--- config.mk ---
export PLATFORM = sky130hd
export DESIGN_NAME = spb_sector_protection_bits
export DESIGN_NICKNAME = d
export VERILOG_FILES = /design/src/rtl/spb_pkg.sv /design/src/rtl/spb_sector_protection_bits.sv
export SDC_FILE = /design/constraint.sdc
export NUM_CORES = 2
export LEC_CHECK = 0
export BUFFER_PORTS_ARGS = -buffer_cell sky130_fd_sc_hd__clkbuf_2
export CORE_MARGIN = 8
export CORE_UTILIZATION = 40
export CTS_CLUSTER_SIZE = 8
export DETAILED_ROUTE_END_ITERATION = 10
export GPL_TIMING_DRIVEN = 0
export PLACE_DENSITY = 0.6
export SETUP_SLACK_MARGIN = 0.5
export SYNTH_ARGS = -nofsm -noshare
export SYNTH_HDL_FRONTEND = slang
export SYNTH_SLANG_ARGS = --single-unit
--- constraint.sdc ---
create_clock -name clk -period 20.8 [get_ports clk]
set_input_delay 4.16 -clock clk [delete_from_list [all_inputs] [get_ports clk]]
set_output_delay 4.16 -clock clk [all_outputs]
set_load 0.02 [all_outputs]
--- src/rtl/spb_pkg.sv ---
// package for the sector protection bit block
package spb_pkg;
  localparam int unsigned GROUPS       = 286;
  localparam int unsigned GRP_W        = 9;
  localparam int unsigned ADDR_W       = 24;
  localparam int unsigned BLK_LSB      = 16;
  localparam int unsigned SEC_LSB      = 12;
  localparam logic [7:0]  TOP_BLK_FIRST = 8'hFE;
  localparam logic [8:0]  TOP_GRP_BASE  = 9'h0FE;
  localparam logic [GROUPS-1:0] PERSIST_ERASED = {GROUPS{1'b1}};
  localparam logic [GROUPS-1:0] DYN_RESET      = {GROUPS{1'b1}};
  localparam logic        LOCK_OPEN    = 1'b1;
  localparam logic        LOCK_SHUT    = 1'b0;
  // nonvolatile cell program and erase times, in cycles of clk
  localparam int unsigned PROG_CYCLES  = 64;
  localparam int unsigned ERASE_CYCLES = 256;
  localparam int unsigned CNT_W        = 16;

  typedef enum logic [2:0] {
    SPB_CMD_NONE       = 3'h0,
    SPB_CMD_PROG_PERS  = 3'h1,
    SPB_CMD_ERASE_PERS = 3'h2,
    SPB_CMD_READ_PERS  = 3'h3,
    SPB_CMD_WRITE_DYN  = 3'h4,
    SPB_CMD_LOCK_CLEAR = 3'h5,
    SPB_CMD_UNLOCK     = 3'h6,
    SPB_CMD_READ_DYN   = 3'h7
  } spb_cmd_e;

  typedef enum logic [1:0] {
    SPB_IDLE  = 2'h0,
    SPB_PREP  = 2'h1,
    SPB_BUSY  = 2'h2
  } spb_state_e;

  typedef struct packed {
    spb_cmd_e            cmd;
    logic [ADDR_W-1:0]   addr;
    logic                dynValue;
    logic                pwdMatch;
  } spb_req_s;

  typedef struct packed {
    logic busy;
    logic progErr;
    logic protErr;
    logic persLock;
  } spb_stat_s;
endpackage

--- src/rtl/spb_sector_protection_bits.sv ---
// sector protection bit store, lock control and address to group mapping
`timescale 1ns/10ps
`default_nettype none

// Behaviour
// - blocks 0..253 one group each; sectors of blocks 254,255 groups 254..285.
// - one persistent bit per group, programmed singly to 0, erased together to 1.
// - persistent erase ignores any address given with the command.
// - erase preprograms all bits itself before erasing, no host supervision.
// - busy status is shown during persistent program or erase.
// - array reads are refused while a persistent bit is programmed.
// - a persistent read command returns the persistent bit of the addressed group.
// - persistent bits start erased, value 1, unprotected.
// - dynamic bit per group written to 0 or 1 at will.
// - dynamic bit only matters when the persistent bit is 1.
// - one lock bit; 0 freezes persistent bits, 1 allows change.
// - with lock at 0, persistent program or erase fails, bits unchanged.
// - persistent mode sets lock to 1 on the first clock after hardware reset; reset itself loads 0.
// - persistent mode has no command setting lock back to 1.
// - password mode clears lock at reset; only a good unlock sets it.
// - program or erase blocked when either group bit is 0.
// - lock clear command writes the lock bit to 0.
// - lock management mode is fixed by one-time mode bits; here the passwordMode input, caught once after each hardware reset.
// - bad password sets program and protection error; lock stays 0.
module spb_sector_protection_bits (
  input  wire logic            clk,
  input  wire logic            rst,
  input  wire logic            swReset,
  input  wire logic            passwordMode,
  input  wire logic            reqValid,
  input  wire spb_pkg::spb_req_s req,
  input  wire logic [spb_pkg::ADDR_W-1:0] arrayAddr,
  input  wire logic            errClear,
  output logic                 reqReady,
  output logic                 readData,
  output logic                 readValid,
  output logic                 cmdFail,
  output logic                 arrayWriteOk,
  output logic                 arrayReadOk,
  output spb_pkg::spb_stat_s   status
);
  import spb_pkg::*;

  // group number from an address, top boot layout
  function automatic logic [GRP_W-1:0] grpOf(input logic [ADDR_W-1:0] a);
    logic [7:0] blk;
    blk = a[ADDR_W-1:BLK_LSB];
    if (blk >= TOP_BLK_FIRST) begin
      grpOf = TOP_GRP_BASE + GRP_W'({blk[0], a[BLK_LSB-1:SEC_LSB]});
    end else begin
      grpOf = GRP_W'(blk);
    end
  endfunction

  logic [GROUPS-1:0] pers_ff, nxt_pers;
  logic [GROUPS-1:0] dyn_ff, nxt_dyn;
  logic              lock_ff, nxt_lock;
  logic              modeCap_ff, nxt_modeCap;
  logic              capDone_ff, nxt_capDone;
  spb_state_e        state_ff, nxt_state;
  logic [CNT_W-1:0]  cnt_ff, nxt_cnt;
  logic              isErase_ff, nxt_isErase;
  logic [GRP_W-1:0]  tgt_ff, nxt_tgt;
  logic              progErr_ff, nxt_progErr;
  logic              protErr_ff, nxt_protErr;
  logic              rdData_ff, nxt_rdData;
  logic              rdValid_ff, nxt_rdValid;
  logic              fail_ff, nxt_fail;
  logic [GRP_W-1:0]  reqGrp;
  logic [GRP_W-1:0]  arrGrp;
  logic              take;

  assign reqGrp = grpOf(req.addr);
  assign arrGrp = grpOf(arrayAddr);
  assign take   = reqValid && (state_ff == SPB_IDLE);

  // command, lock and bit update; the mode is caught once after reset so a
  // strap pin changing later cannot flip lock management
  always_comb begin
    nxt_pers    = pers_ff;
    nxt_dyn     = dyn_ff;
    nxt_lock    = lock_ff;
    nxt_modeCap = modeCap_ff;
    nxt_capDone = 1'b1;
    nxt_state   = state_ff;
    nxt_cnt     = cnt_ff;
    nxt_isErase = isErase_ff;
    nxt_tgt     = tgt_ff;
    nxt_progErr = progErr_ff;
    nxt_protErr = protErr_ff;
    nxt_rdData  = rdData_ff;
    nxt_rdValid = 1'b0;
    nxt_fail    = 1'b0;
    if (errClear) begin
      nxt_progErr = 1'b0;
      nxt_protErr = 1'b0;
    end
    if (!capDone_ff) begin
      nxt_modeCap = passwordMode;
      nxt_lock    = passwordMode ? LOCK_SHUT : LOCK_OPEN;
    end
    case (state_ff)
      SPB_IDLE: begin
        if (take && capDone_ff) begin
          case (req.cmd)
            SPB_CMD_PROG_PERS, SPB_CMD_ERASE_PERS: begin
              if (lock_ff == LOCK_SHUT) begin
                nxt_fail = 1'b1;
              end else begin
                nxt_isErase = (req.cmd == SPB_CMD_ERASE_PERS);
                nxt_tgt     = reqGrp; // ignored by erase
                nxt_cnt     = CNT_W'(PROG_CYCLES);
                nxt_state   = (req.cmd == SPB_CMD_ERASE_PERS) ? SPB_PREP : SPB_BUSY;
              end
            end
            SPB_CMD_READ_PERS: begin
              nxt_rdData  = pers_ff[reqGrp];
              nxt_rdValid = 1'b1;
            end
            SPB_CMD_READ_DYN: begin
              nxt_rdData  = dyn_ff[reqGrp];
              nxt_rdValid = 1'b1;
            end
            SPB_CMD_WRITE_DYN: begin
              nxt_dyn[reqGrp] = req.dynValue;
            end
            SPB_CMD_LOCK_CLEAR: begin
              nxt_lock = LOCK_SHUT;
            end
            SPB_CMD_UNLOCK: begin
              // persistent mode offers no way back to open
              if (modeCap_ff && req.pwdMatch && lock_ff == LOCK_SHUT) begin
                nxt_lock = LOCK_OPEN;
              end else if (modeCap_ff && !req.pwdMatch) begin
                nxt_progErr = 1'b1;
                nxt_protErr = 1'b1;
                nxt_fail    = 1'b1;
              end else begin
                nxt_fail = !modeCap_ff;
              end
            end
            default: begin
            end
          endcase
        end
      end
      SPB_PREP: begin
        // preprogram every bit to 0 before the bulk erase
        if (cnt_ff == CNT_W'(1)) begin
          nxt_pers  = '0;
          nxt_cnt   = CNT_W'(ERASE_CYCLES);
          nxt_state = SPB_BUSY;
        end else begin
          nxt_cnt = cnt_ff - CNT_W'(1);
        end
      end
      SPB_BUSY: begin
        if (cnt_ff == CNT_W'(1)) begin
          if (isErase_ff) begin
            nxt_pers = PERSIST_ERASED;
          end else begin
            nxt_pers[tgt_ff] = 1'b0;
          end
          nxt_state = SPB_IDLE;
        end else begin
          nxt_cnt = cnt_ff - CNT_W'(1);
        end
      end
      default: begin
        nxt_state = SPB_IDLE;
      end
    endcase
    if (swReset) begin
      nxt_dyn = DYN_RESET;
    end
  end

  // registers; persistent bits come up erased as they would from the factory
  always_ff @(posedge clk or posedge rst) begin
    if (rst) begin
      pers_ff    <= PERSIST_ERASED;
      dyn_ff     <= DYN_RESET;
      lock_ff    <= LOCK_SHUT;
      modeCap_ff <= 1'b0;
      capDone_ff <= 1'b0;
      state_ff   <= SPB_IDLE;
      cnt_ff     <= '0;
      isErase_ff <= 1'b0;
      tgt_ff     <= '0;
      progErr_ff <= 1'b0;
      protErr_ff <= 1'b0;
      rdData_ff  <= 1'b0;
      rdValid_ff <= 1'b0;
      fail_ff    <= 1'b0;
    end else begin
      pers_ff    <= nxt_pers;
      dyn_ff     <= nxt_dyn;
      lock_ff    <= nxt_lock;
      modeCap_ff <= nxt_modeCap;
      capDone_ff <= nxt_capDone;
      state_ff   <= nxt_state;
      cnt_ff     <= nxt_cnt;
      isErase_ff <= nxt_isErase;
      tgt_ff     <= nxt_tgt;
      progErr_ff <= nxt_progErr;
      protErr_ff <= nxt_protErr;
      rdData_ff  <= nxt_rdData;
      rdValid_ff <= nxt_rdValid;
      fail_ff    <= nxt_fail;
    end
  end

  // outputs
  assign reqReady     = (state_ff == SPB_IDLE) && capDone_ff;
  assign readData     = rdData_ff;
  assign readValid    = rdValid_ff;
  assign cmdFail      = fail_ff;
  assign arrayWriteOk = pers_ff[arrGrp] && dyn_ff[arrGrp];
  assign arrayReadOk  = (state_ff == SPB_IDLE);
  assign status.busy     = (state_ff != SPB_IDLE);
  assign status.progErr  = progErr_ff;
  assign status.protErr  = protErr_ff;
  assign status.persLock = lock_ff;
endmodule // spb_sector_protection_bits

`default_nettype wire

==> flow_metrics.py <==
metrics = {
    "outcome": {
        "status": "finished with violations",
        "failed_checks": "DRC, capacitance limit, slew limit",
    },
    "power_and_ir_drop": {
        "p_per_area_nw_per_um2": 67.4,
        "p_leak_uw": 0.0167,
        "peakVddDrop_mv": 0.0620,
        "power_uw": 2890,
    },
    "sta": {
        "setup_violations": 0,
        "hold_ws_ns": 0.476,
        "slew-limit-headroom_pct": -10.0,
        "fin_tns_setup_ns": 0,
        "finalHoldViolCount": 0,
        "period_share_pct": 68.9,
        "grt_setup_unrepaired": "no",
        "fin_skew_ns": 0.0448,
        "period_minus_slack_ns": 14.33,
        "finalWorstSetupSlack_ns": 6.47,
        "tightestPinTransition_ns": 1.65,
        "report.final.slew_viol_count": 115,
        "fmax_mhz": 69.8,
    },
    "clocking": {
        "postCtsHoldBufs": 0,
        "cts.sinks": 608,
        "path_clk_slew_ns": 0.05,
        "clock_path_buffers": 3,
        "tritoncts": "built",
        "cts_resized": 0,
        "cts_max_level": 3,
        "post-cts-setup-buffers": 0,
        "numCtsBuffers": 87,
        "insertion_delay_ns": 0.73,
        "cts_root_buf": "clkbuf_16",
    },
    "die": {
        "die_area_um2": 105000,
        "fp.coreArea_um2": 94600,
        "std_cell_rows": 113,
        "fp.dieW_um": 324,
        "io_pins": 69,
        "die_h_um": 324,
        "initial_core_util_pct": 40.2,
    },
    "critical_path": {
        "cp.buffers_inverters": 6,
        "critPathCaptureType": "output pin",
        "startpoint_type": "input pin",
        "path_max_fanout": 11,
        "crit_slowest_cell": "o31ai_1",
        "crit_type": "input pin to output pin",
        "critPathMostFrequentCell": "buf_2",
        "cp.arrival_ns": 10.17,
        "slowest_delay_ns": 0.81,
        "path_cells": "clkbuf_2 -> nand4_1 -> o31ai_1 -> buf_2 -> buf_4 -> buf_2 -> buf_2 -> a41oi_1 -> a31oi_2 -> o211ai_1 -> o2111ai_1 -> o221ai_1 -> clkbuf_2",
        "critical_path_required_ns": 16.64,
        "crit_family": "compound AO/OA/AOI/OAI gates",
    },
    "place": {
        "dpl_worst_slack_ns": 6.06,
        "dp.cells": 5632,
        "port_buffers": 38,
        "hpwl_um": 187000,
        "routabilityCongestion": 1.10,
    },
    "drt": {
        "drc_errors": 1,
        "drt-total-wl_um": 260000,
        "viasPerCell": 7.51,
        "via_count": 43268,
        "ant_nets": 0,
        "wl_per_cell_um": 45.1,
        "drt_iter0_drc": 7516,
        "detail_route.first_pass.iterations": 11,
    },
    "grt": {
        "grt_overflow_total": 0,
        "antenna_found_initial": 24,
        "grt_pass1_wl_um": 345000,
        "grt_max_degree": 125,
        "grt_pass1_vias": 39521,
        "grt_usage_pct": 47.0,
    },
    "synth": {
        "synth_seq_cells": 608,
        "yosysUniqueCellTypes": 87,
        "async_flop_share_pct": 100,
        "synth.yosys.seq_area_share_pct": 41.9,
        "syn_nets": 4370,
        "yosysWarnings": 0,
        "synth_area_um2": 38000,
        "netlist_instances": 4301,
        "avgSynthCellArea_um2": 8.84,
        "synth-edff-count": 0,
        "ys.flop_type": "dfstp_2",
    },
    "finish": {
        "nets": 4526,
        "nFillCells": 9409,
        "final_cells": 5765,
        "regArea_um2": 15900,
        "layout-drive-gt1-share_pct": 21.0,
        "mostFrequentLayoutCells": "nand2_1, dfstp_2, o21ai_0, a21oi_1, clkbuf_1",
        "multi_input_area_um2": 20100,
        "area_growth_pct": 12.6,
    },
    "job": {
        "max_cap_viol_count": 16,
    },
    "worst_hold_path": {
        "hold_path_class": "register to register",
    },
}
-- where the power goes --
group,switching [uW],total (uW),internal [uW]
Sequential,0.391,1190,1190
Combinational,279,342,63.6
Clock,569,1350,785
Total,847,2890,2040
-- cell type report --
class	count	area share [%]
multi-input combinational	3168	46.8
antenna	22	0.129
clock inverter	5	0.161
clock buffer	105	5.44
buffer	496	4.85
timing repair buffer	67	1.44
sequential	608	37.2
inverter	29	0.272
tap	1265	3.70
-- tightest hold or removal path, stage by stage (launching register included) --
cell and delay, ns:
dfrtp_1 0.34, nand2_1 0.05, o31ai_1 0.05
-- metrics by stage --
step | instance area, um^2 | utilization (%)
after floorplan | 38000 | -
after global placement | 39800 | 42.1
after detailed placement | 40300 | 42.7
after CTS | 42700 | 45.2
after global routing | 42800 | 45.2
final | 42800 | 45.3
-- metal layers --
| metal | GRT usage [%] | wire, um | share of wire (%) | vias up |
|---|---|---|---|---|
| met3 | 18.3 | 34300 | 13 | 1222 |
| met5 | 0.231 | 68 | 0.026 | - |
| li1 | - | - | - | 16557 |
| met4 | 37.8 | 27600 | 11 | 10 |
| met1 | 57.8 | 95100 | 37 | 21619 |
| met2 | 64.8 | 103000 | 40 | 3860 |
-- cell usage after synthesis, types with 7 or more instances --
master    number  area [um^2]
buf_1         19         71.3
nor2b_1       10         62.6
a211oi_1       8         60.1
a21oi_1      382         1910
nand3_1      129          646
xor2_1         7         61.3
a41oi_1       20          175
a31oi_1       99          619
o31ai_1       14          105
o21ai_0      398         1990
buf_2        102          510
mux4_2        16          360
dfrtp_1       36          901
inv_1         28          105
nor2_1       201          754
dfstp_2      572        15000
nand2_1      572         2150
nor3_1        43          215
nand4_1       18          113
nor4_1        53          332
a211o_1        9         78.8
nand2b_1      33          206
a21boi_0     260         1950
o22ai_1       17          106
a22oi_1      100          751
o221ai_1      11         96.3
a32oi_1        9         78.8
clkbuf_1     362         1360
a22o_1         9         78.8
mux2_2         9          101
ha_1          10          125
o21a_1         7         52.6
and3_1        45          282
mux2i_1      151         1510
o41ai_1       26          228
a311oi_1      44          385
a221o_1       11          110
buf_4          7         52.6
a311o_1      274         2740
a21boi_1       7         52.6
a221oi_1      44          385
-- state kept, by name, indices dropped and copies added, names as in the netlist --
signal      count
dyn_ff        286
cnt_ff         16
modeCap_ff      1
cmdFail         1
tgt_ff          9
isErase_ff      1
readValid       1
readData        1
pers_ff       286
capDone_ff      1
protErr_ff      1
lock_ff         1
state_ff        2
progErr_ff      1
-- path summary, 6_finish.rpt --
check / start / slack (ns) / to / cells after the start
worst max-delay path: arrayAddr[19] / 6.47 / arrayWriteOk / 13
worst min-delay path: readData / 0.48 / readData / 2
worst max register to register: state_ff[0] / 16.65 / dyn_ff[259] / 11
worst min register to register: readData / 0.48 / readData / 2
max in group asynchronous: rst / 15.25 / dyn_ff[241] / 5
min in group asynchronous: rst / 3.72 / pers_ff[174] / 2
-- logic make-up after synthesis --
family	after synthesis	share of synthesized area, %
other	1	0.00986
adders and majority gates	10	0.329
buffers and inverters	525	5.70
xor gates and xnor gates	12	0.276
DFF	608	41.9
and+or+nand+nor	1149	13.4
AOI/OAI and AO/OA	1820	33.2
muxes	176	5.19
Note: power is estimated with default switching activity, not from simulation.
